File: src/core/timer_channel_defines.vh
// constants for the sixteen bit timer channel and its apb register file
// assumes inclusion by bare name from core design files
`ifndef TIMER_CHANNEL_DEFINES_VH
`define TIMER_CHANNEL_DEFINES_VH

// register byte offsets
`define OFS_CONFIG      12'h000
`define OFS_MODE        12'h004
`define OFS_CONTROL     12'h00C
`define OFS_MASK        12'h018
`define OFS_RAW_STATUS  12'h01C
`define OFS_MASKED      12'h020
`define OFS_CLEAR       12'h024
`define OFS_LOAD        12'h028
`define OFS_MATCH       12'h030
`define OFS_PRESCALE    12'h038
`define OFS_VALUE       12'h048

// configuration value for split 16-bit operation
`define CFG_SPLIT_16    3'h4

// timer mode field encodings
`define MODE_ONE_SHOT   2'h1
`define MODE_PERIODIC   2'h2
`define MODE_CAPTURE    2'h3

// mode register bit positions
`define MODE_CAP_BIT    2
`define MODE_ALT_BIT    3

// control register bit positions
`define CTL_EN_BIT      0
`define CTL_STALL_BIT   1
`define CTL_EDGE_LO     2
`define CTL_EDGE_HI     3
`define CTL_TRIG_BIT    5
`define CTL_INV_BIT     6

// edge select encodings
`define EDGE_RISE       2'h0
`define EDGE_FALL       2'h1
`define EDGE_BOTH       2'h3

// status bit positions
`define ST_TIMEOUT      0
`define ST_MATCH        1
`define ST_CAPTURE      2

// reset values
`define RST_LOAD        16'hFFFF
`define RST_PRESCALE    8'h00

`endif

File: src/core/edge_detector.v
// synchroniser and edge detector for the capture pin
// assumes the pin holds each level at least two clock periods
`timescale 1ns/100ps
`default_nettype none

module edge_detector (
	// clock and reset
	input  wire       clk,
	input  wire       sys_rst,
	// raw pin
	input  wire       pin,
	// edge pulses, one cycle each
	output reg        rise,
	output reg        fall
);

	reg sync_a;
	reg sync_b;
	reg last;

	// two-stage synchroniser, then a history flop for edges
	always @(posedge clk) begin
		if (sys_rst) begin
			sync_a <= 1'b0;
			sync_b <= 1'b0;
			last   <= 1'b0;
			rise   <= 1'b0;
			fall   <= 1'b0;
		end else begin
			sync_a <= pin;
			sync_b <= sync_a;
			last   <= sync_b;
			rise   <= sync_b & ~last;
			fall   <= ~sync_b & last;
		end
	end

endmodule
`default_nettype wire

File: src/core/timer_channel.v
// one sixteen bit timer channel with an apb register file
// assumes apb master on clk; capture pin driven by an outside source
//
// The APB slave port and the register offsets were left to the implementer.
`timescale 1ns/100ps
`default_nettype none
`include "timer_channel_defines.vh"

////////////////////////////////////////////////////////////////////////////////

// Notes on behaviour
// config value 0x4 enables split 16-bit mode
// down-counter with optional 8-bit prescaler
// mode field picks one-shot or periodic
// count from load, reload after zero
// one-shot clears enable; periodic keeps counting
// timeout sets sticky raw, masked, interrupt
// trigger on timeout only if enabled
// load rewrite taken next cycle
// stall input freezes counter when enabled
// pin holds level two clocks per edge
// prescaler only in one-shot and periodic
// capture bit zero counts selected edges
// software sets load minus match edges
// each edge decrements; match sets flags
// after match reload, clear enable, ignore
// edge time: free-running, one edge kind
// capture copies count, sets event flag
// edge time runs on, reloads at zero
// capture held until next selected edge
// pwm: alt one, cap zero, mode two
// pwm reloads after zero, no flags
// pwm set at load, clear at match
// mode codes 1 one-shot 2 periodic 3 capture
// counter and load reset 0xFFFF, prescale 0
// prescale p decrements every p+1 cycles
// pin synchronised before edge detection
module timer_channel (
	// clock and reset
	input  wire        clk,
	input  wire        sys_rst,
	// apb slave
	input  wire        psel,
	input  wire        penable,
	input  wire        pwrite,
	input  wire [11:0] paddr,
	input  wire [31:0] pwdata,
	output reg  [31:0] prdata,
	output reg         pready,
	output reg         pslverr,
	// system signals
	input  wire        stall,
	input  wire        capture_pin,
	output reg         irq,
	output reg         trigger,
	output reg         pwm_out
);

	////////////////////////////////////////////////////////////////////////
	// registers

	reg  [2:0]  configuration_register;
	reg  [3:0]  timer_mode_register;
	reg  [6:0]  control_register;
	reg  [2:0]  interrupt_mask_register;
	reg  [2:0]  raw_status_register;
	reg  [15:0] interval_load_register;
	reg  [15:0] match_register;
	reg  [7:0]  prescale_register;
	reg  [15:0] timer_value_register;
	reg  [15:0] count;
	reg  [7:0]  pre_count;
	reg         pwm_level;
	reg         load_pending;

	wire        rise;
	wire        fall;

	// field views
	wire [1:0] timer_mode_field  = timer_mode_register[1:0];
	wire       capture_mode_bit  = timer_mode_register[`MODE_CAP_BIT];
	wire       alt_mode          = timer_mode_register[`MODE_ALT_BIT];
	wire       count_enable_bit  = control_register[`CTL_EN_BIT];
	wire       stall_enable_bit  = control_register[`CTL_STALL_BIT];
	wire [1:0] edge_select       =
		control_register[`CTL_EDGE_HI:`CTL_EDGE_LO];
	wire       output_trigger_enable = control_register[`CTL_TRIG_BIT];
	wire       pwm_invert_bit    = control_register[`CTL_INV_BIT];

	// mode decode
	wire split_mode = (configuration_register == `CFG_SPLIT_16);
	wire pwm_mode   = split_mode & alt_mode & ~capture_mode_bit &
		(timer_mode_field == `MODE_PERIODIC);
	wire timed_mode = split_mode & ~alt_mode &
		((timer_mode_field == `MODE_ONE_SHOT) |
		 (timer_mode_field == `MODE_PERIODIC));
	wire cap_mode   = split_mode & ~alt_mode &
		(timer_mode_field == `MODE_CAPTURE);
	wire count_mode = cap_mode & ~capture_mode_bit;
	wire time_mode  = cap_mode & capture_mode_bit;

	////////////////////////////////////////////////////////////////////////
	// edge selection

	edge_detector u_edge (
		.clk     (clk),
		.sys_rst (sys_rst),
		.pin     (capture_pin),
		.rise    (rise),
		.fall    (fall)
	);

	// edge time mode never takes both edges
	wire sel_edge = (edge_select == `EDGE_RISE) ? rise :
		(edge_select == `EDGE_FALL) ? fall :
		(edge_select == `EDGE_BOTH) ? (time_mode ? rise : rise | fall) :
		1'b0;

	////////////////////////////////////////////////////////////////////////
	// apb decode

	wire acc   = psel & penable & pready;
	wire wr    = acc & pwrite;
	wire setup = psel & ~penable;
	wire wr_config  = wr & (paddr == `OFS_CONFIG);
	wire wr_mode    = wr & (paddr == `OFS_MODE);
	wire wr_control = wr & (paddr == `OFS_CONTROL);
	wire wr_mask    = wr & (paddr == `OFS_MASK);
	wire wr_clear   = wr & (paddr == `OFS_CLEAR);
	wire wr_load    = wr & (paddr == `OFS_LOAD);
	wire wr_match   = wr & (paddr == `OFS_MATCH);
	wire wr_pre     = wr & (paddr == `OFS_PRESCALE);

	reg        mapped;
	reg [31:0] read_word;

	// read multiplexer and address map
	always @* begin
		mapped    = 1'b1;
		read_word = 32'h0000_0000;
		case (paddr)
		`OFS_CONFIG:     read_word = {29'h0, configuration_register};
		`OFS_MODE:       read_word = {28'h0, timer_mode_register};
		`OFS_CONTROL:    read_word = {25'h0, control_register};
		`OFS_MASK:       read_word = {29'h0, interrupt_mask_register};
		`OFS_RAW_STATUS: read_word = {29'h0, raw_status_register};
		`OFS_MASKED:     read_word = {29'h0,
			raw_status_register & interrupt_mask_register};
		`OFS_CLEAR:      read_word = 32'h0000_0000;
		`OFS_LOAD:       read_word = {16'h0, interval_load_register};
		`OFS_MATCH:      read_word = {16'h0, match_register};
		`OFS_PRESCALE:   read_word = {24'h0, prescale_register};
		`OFS_VALUE:      read_word = {16'h0, time_mode ?
			timer_value_register : count};
		default:         mapped = 1'b0;
		endcase
	end

	// one wait state: pready rises in the second access cycle
	always @(posedge clk) begin
		if (sys_rst) begin
			pready  <= 1'b0;
			prdata  <= 32'h0000_0000;
			pslverr <= 1'b0;
		end else begin
			pready  <= psel & penable & ~pready;
			pslverr <= psel & penable & ~pready & ~mapped;
			if (psel & penable & ~pready & ~pwrite)
				prdata <= read_word;
		end
	end

	////////////////////////////////////////////////////////////////////////
	// counter engine

	wire frozen  = stall_enable_bit & stall;
	wire run     = count_enable_bit & (timed_mode | pwm_mode | time_mode);
	wire use_pre = timed_mode;
	wire tick    = run & ~frozen & (~use_pre | (pre_count == 8'h00));
	wire at_zero = (count == 16'h0000);
	wire timeout = tick & at_zero & (timed_mode | time_mode);
	wire edge_hit = count_enable_bit & count_mode & ~frozen & sel_edge;
	wire match_hit = edge_hit & ((count - 16'h0001) == match_register);
	wire one_shot_done = timeout & timed_mode &
		(timer_mode_field == `MODE_ONE_SHOT);
	wire capture_hit = count_enable_bit & time_mode & sel_edge;

	// count and prescale counters
	always @(posedge clk) begin
		if (sys_rst) begin
			count        <= `RST_LOAD;
			pre_count    <= `RST_PRESCALE;
			load_pending <= 1'b0;
		end else if (load_pending) begin
			count        <= interval_load_register;
			pre_count    <= prescale_register;
			load_pending <= 1'b0;
		end else if (wr_load) begin
			load_pending <= 1'b1;
		end else if (match_hit) begin
			count <= interval_load_register;
		end else if (edge_hit) begin
			count <= count - 16'h0001;
		end else if (run & ~frozen) begin
			if (use_pre & (pre_count != 8'h00)) begin
				pre_count <= pre_count - 8'h01;
			end else begin
				pre_count <= prescale_register;
				if (at_zero)
					count <= interval_load_register;
				else
					count <= count - 16'h0001;
			end
		end
	end

	////////////////////////////////////////////////////////////////////////
	// software registers

	always @(posedge clk) begin
		if (sys_rst) begin
			configuration_register  <= 3'h0;
			timer_mode_register     <= 4'h0;
			control_register        <= 7'h00;
			interrupt_mask_register <= 3'h0;
			interval_load_register  <= `RST_LOAD;
			match_register          <= 16'h0000;
			prescale_register       <= `RST_PRESCALE;
		end else begin
			if (wr_config)
				configuration_register <= pwdata[2:0];
			if (wr_mode)
				timer_mode_register <= pwdata[3:0];
			if (wr_mask)
				interrupt_mask_register <= pwdata[2:0];
			if (wr_load)
				interval_load_register <= pwdata[15:0];
			if (wr_match)
				match_register <= pwdata[15:0];
			if (wr_pre)
				prescale_register <= pwdata[7:0];
			// hardware clear of enable beats a software write
			if (one_shot_done | match_hit)
				control_register <= {wr_control ? pwdata[6:1] :
					control_register[6:1], 1'b0};
			else if (wr_control)
				control_register <= pwdata[6:0];
		end
	end

	////////////////////////////////////////////////////////////////////////
	// status, capture and outputs

	wire [2:0] set_bits = {capture_hit, match_hit, timeout};
	wire [2:0] clr_bits = wr_clear ? pwdata[2:0] : 3'h0;

	always @(posedge clk) begin
		if (sys_rst) begin
			raw_status_register  <= 3'h0;
			timer_value_register <= `RST_LOAD;
			irq       <= 1'b0;
			trigger   <= 1'b0;
			pwm_level <= 1'b0;
			pwm_out   <= 1'b0;
		end else begin
			// set wins over clear; pwm sets nothing
			raw_status_register <= (raw_status_register & ~clr_bits) |
				set_bits;
			if (capture_hit)
				timer_value_register <= count;
			irq <= |(((raw_status_register & ~clr_bits) | set_bits) &
				interrupt_mask_register);
			trigger <= timeout & output_trigger_enable;
			if (~pwm_mode | ~count_enable_bit)
				pwm_level <= 1'b0;
			else if (count == interval_load_register)
				pwm_level <= 1'b1;
			else if (count == match_register)
				pwm_level <= 1'b0;
			pwm_out <= pwm_level ^ pwm_invert_bit;
		end
	end

endmodule
`default_nettype wire

File: config.mk
export PLATFORM = sky130hd
export DESIGN_NAME = timer_channel
export DESIGN_NICKNAME = d
export VERILOG_FILES = /design/src/core/edge_detector.v /design/src/core/timer_channel.v
export VERILOG_INCLUDE_DIRS = /design/src /design/src/core
export SDC_FILE = /design/constraint.sdc
export NUM_CORES = 1
export LEC_CHECK = 0
export BUFFER_PORTS_ARGS = -buffer_cell sky130_fd_sc_hd__buf_2
export CELL_PAD_IN_SITES_DETAIL_PLACEMENT = 1
export CELL_PAD_IN_SITES_GLOBAL_PLACEMENT = 1
export CORE_MARGIN = 2
export CORE_UTILIZATION = 40
export DETAILED_ROUTE_END_ITERATION = 6
export GPL_TIMING_DRIVEN = 0
export HOLD_SLACK_MARGIN = 0.06
export PLACE_DENSITY = 0.76
export SLEW_MARGIN = 15
export SYNTH_ARGS = -nofsm -noshare
export SYNTH_HDL_FRONTEND = slang
export SYNTH_HIERARCHICAL = 1
export SYNTH_SLANG_ARGS = --single-unit
File: constraint.sdc
create_clock -name clk -period 3.7 [get_ports clk]
set_input_delay 0.74 -clock clk [delete_from_list [all_inputs] [get_ports clk]]
set_output_delay 0.74 -clock clk [all_outputs]
set_load 0.1 [all_outputs]
==> flow_summary_export.csv <==
group,metric,value,unit
cts,post-cts-setup-buffer-count,0,
worst_hold_path,min_path_cells,1,
timing,min_period_over_period,96.3,%
cts,numCtsBuffers,17,
global_routing,grt_pass1_vias,7234,
placement,io_buffers,54,
power_and_ir_drop,power.density,421,nW/µm²
worst_setup_path,crit_buf_inv,3,
worst_setup_path,max_stage_delay,490,ps
yosys,synth_cell_types,72,
cts,clkSlewWorstSetupHoldPaths,60,ps
worst_setup_path,path_common_cell,"nor2_1",
timing,finalSetupViolCount,0,
timing,hold_viol,0,
placement,dpl-instance-area,7750,µm²
worst_setup_path,path_cells,"buf_2 > inv_1 > ha_1 > or3b_2 > or2_2 > nor2_1 > and3_2 > nor2_1 > buf_1 > a2111oi_2 > a211oi_1",
power_and_ir_drop,power.static_leakage,3.19,nW
timing,whs,410,ps
worst_setup_path,critPathLaunchType,"flop",
finish,drive_above_1_share,14.8,%
timing,fin_tns_setup,0,ps
worst_setup_path,crit_type,"flop to flop",
worst_setup_path,end_kind,"flop",
finish,multi_input_area,4140,µm²
yosys,syn_avg_cell_area,8.06,µm²
timing,tightestPinTransition,994,ps
yosys,netlist_top_cells_area,"dfxtp_1 (36%), nand2_1 (7.7%), mux2i_1 (5.8%), nor2_1 (3.5%), a21oi_1 (3.4%)",
finish,fillerInstances,2158,
power_and_ir_drop,irDropWorstVdd,0.000336,V
cts,cts_root_buffer,"clkbuf_16",
cts,tritoncts,"built",
worst_setup_path,path_delay_family,"simple AND/OR/NAND/NOR gates",
worst_hold_path,min_to,"u_edge/rise$_SDFF_PP0_",
detailed_routing,drt-initial-drc-count,614,
die,pin_count,88,
yosys,synth_largest_area_cell,"dfxtp_1",
worst_hold_path,hold_class,"flop to flop",
worst_setup_path,r2r_start,"count[0]$_SDFFE_PP1P_",
yosys,synth-edff-count,0,
detailed_routing,routedWlPerCell,22.6,µm
cts,clockBufferDepth,2,
yosys,ys.flop_type,"dfxtp_1",
placement,gp_congestion,0.922,
placement,post-place-ws,-159,ps
detailed_routing,drtAntennaViolNets,0,
global_routing,grt_pass1_wl,42000,µm
worst_setup_path,r2r_end,"count[8]$_SDFFE_PP1P_",
yosys,netlist_area,7100,µm²
die,fp.coreArea,17300,µm²
global_routing,antenna_found_initial,0,
yosys,async_flop_share,0,%
run_status,outcome,"finished, final reports clean",
worst_setup_path,r2r_slack,140,ps
timing,slew_viol_final,0,
global_routing,grt_usage,29.8,%
finish,areaGrowthSynthToFinish,17.3,%
detailed_routing,wirelength,27300,µm
run,cap_violations,0,
detailed_routing,drtPass1Iterations,5,
timing,rsz0062_at_grt,"no",
worst_setup_path,required,3970,ps
detailed_routing,viasPerCell,6.04,
timing,max_freq,281,MHz
worst_setup_path,critPathMaxFanout,10,
yosys,synth-seq-area-share,36.1,%
yosys,syn_inst,881,
die,die_x,137,µm
placement,place.detailed.hpwl,20400,µm
cts,htreeDepth,4,
die,num_rows,48,
detailed_routing,num_vias,7293,
worst_hold_path,min-delay-start,"u_edge/last$_SDFF_PP0_",
timing,final.min_clock_period,3560,ps
die,initial_core_util,41.1,%
timing,fin_skew,8.87,ps
global_routing,grt_max_degree,17,
die,die_area,18800,µm²
worst_setup_path,critPathArrivalTime,3830,ps
cts,clock_latency,420,ps
finish,fin_area,8330,µm²
timing,maxSlewHeadroom,33.1,%
timing,finalWorstSetupSlack,137,ps
global_routing,grt-ovfl-total,0,
yosys,ys_ff_latch,128,
cts,cts_sinks,128,
yosys,synth_top_cell_area_share,36.1,%
detailed_routing,drt_drc_violations_left,0,
finish,nNetsFinal,1028,
worst_setup_path,cp_slowest_cell,"or3b_2",
worst_setup_path,reg2regPathDepth,11,
yosys,yosysWarnings,6,
die,die_h,137,µm
finish,final-seq-area,2560,µm²
finish,diodes,0,
## final cells by class
type	count	area share, %
Buffer	86	5.06
Clock buffer	21	5.65
Clock inverter	10	1.34
Inverter	14	0.631
Multi-Input combinational cell	667	49.7
Sequential cell	128	30.8
Tap cell	225	3.38
Timing Repair Buffer	57	3.49
## power breakdown
group | switching [mW] | internal, mW
Clock | 0.645 | 1.04
Combinational | 0.308 | 0.102
Sequential | 0.0124 | 1.40
## routing by layer
metal	GRT usage [%]	wire length [µm]
met5	0	0
met4	15.0	1110
met3	5.63	1840
met2	47.0	12500
met1	39.0	11800
## flip-flops by register name, summed over array words and instances (netlist names), 3 cells and up
register                 count
count                       16
configuration_register       3
control_register             7
interrupt_mask_register      3
raw_status_register          3
timer_mode_register          4
match_register              16
timer_value_register        16
interval_load_register      16
prdata                      16
prescale_register            8
pre_count                    8
## worst register-to-register path, cell delays in order, from the launching register on
cell,delay (ps)
dfxtp_1,290
buf_2,170
inv_1,120
ha_1,170
or3b_2,490
or2_2,340
nor2_1,360
and3_2,390
nor2_1,120
buf_1,390
a2111oi_2,480
a211oi_1,100
## worst max-delay path by stage
stage / startpoint / to / slack, ps / depth (start not counted)
6_report: count[0]$_SDFFE_PP1P_ / count[8]$_SDFFE_PP1P_ / 140 / 11
5_1_grt: configuration_register[2]$_SDFFE_PP0P_ / count[8]$_SDFFE_PP1P_ / 3 / 8
4_1_cts: count[0]$_SDFFE_PP1P_ / count[8]$_SDFFE_PP1P_ / 40 / 12
3_5_place_dp: paddr[9] / count[6]$_SDFFE_PP1P_ / -160 / 8
3_3_place_gp: paddr[9] / match_register[13]$_SDFFE_PP0P_ / -760 / 9
2_1_floorplan: stall / count[11]$_SDFFE_PP1P_ / 660 / 8
## layout by cell type, fill, tap and decap left out, types with 11 or more instances in the layout
cell type  netlist  layout
a211oi_1        16      16
a21oi_1         48      48
a221oi_1        15      15
a22oi_1         11      11
and3_1          15      14
buf_2            4      59
buf_4           17      19
clkbuf_1        56      56
clkbuf_16        0      17
conb_1           1      16
dfxtp_1        128     128
inv_1           14      14
mux2i_1         41      41
nand2_1        145     145
nand3_1         23      23
nand4_1         16      16
nor2_1          66      66
nor3_1          24      21
nor4_1          25      24
o21ai_0         22      22
or3_1           16      16
xnor2_1         15      15
xor2_1          24      24
## cell families after synthesis
| family | synth area share, % |
|---|---|
| adders and majority gates | 1.06 |
| xor gates and xnor gates | 4.81 |
| buffers and inverters | 6.73 |
| other | 0.0528 |
| AOI/OAI and AO/OA | 19.5 |
| and+or+nand+nor | 25.9 |
| DFF | 36.1 |
| muxes | 5.94 |
## repair_timing
item,4_1_cts,5_1_grt
gates resized for setup,0,1
hold buffers,0,0
setup endpoints to repair,0,5
## synth_stat cells, drive strengths merged (9+ instances only)
cell type and instances:
nand2 145, dfxtp 128, nor2 66, clkbuf 56
a21oi 48, mux2i 41, buf 31, nor4 25
nor3 24, xor2 24, nand3 23, o21ai 22
a211oi 19, nand4 17, a221oi 16, or3 16
and3 15, xnor2 15, inv 14, a22oi 11
a31oi 9, o211ai 9
## per-stage QoR
step,cells,util [%],total power [mW]
finish,1208,48.2,3.51
global route,1208,48.2,3.60
CTS,1209,48.2,3.51
detailed placement,1178,44.8,1.85
global placement,1175,44.6,1.84
floorplan,896,-,1.74
(Power assumes the default switching activity.)
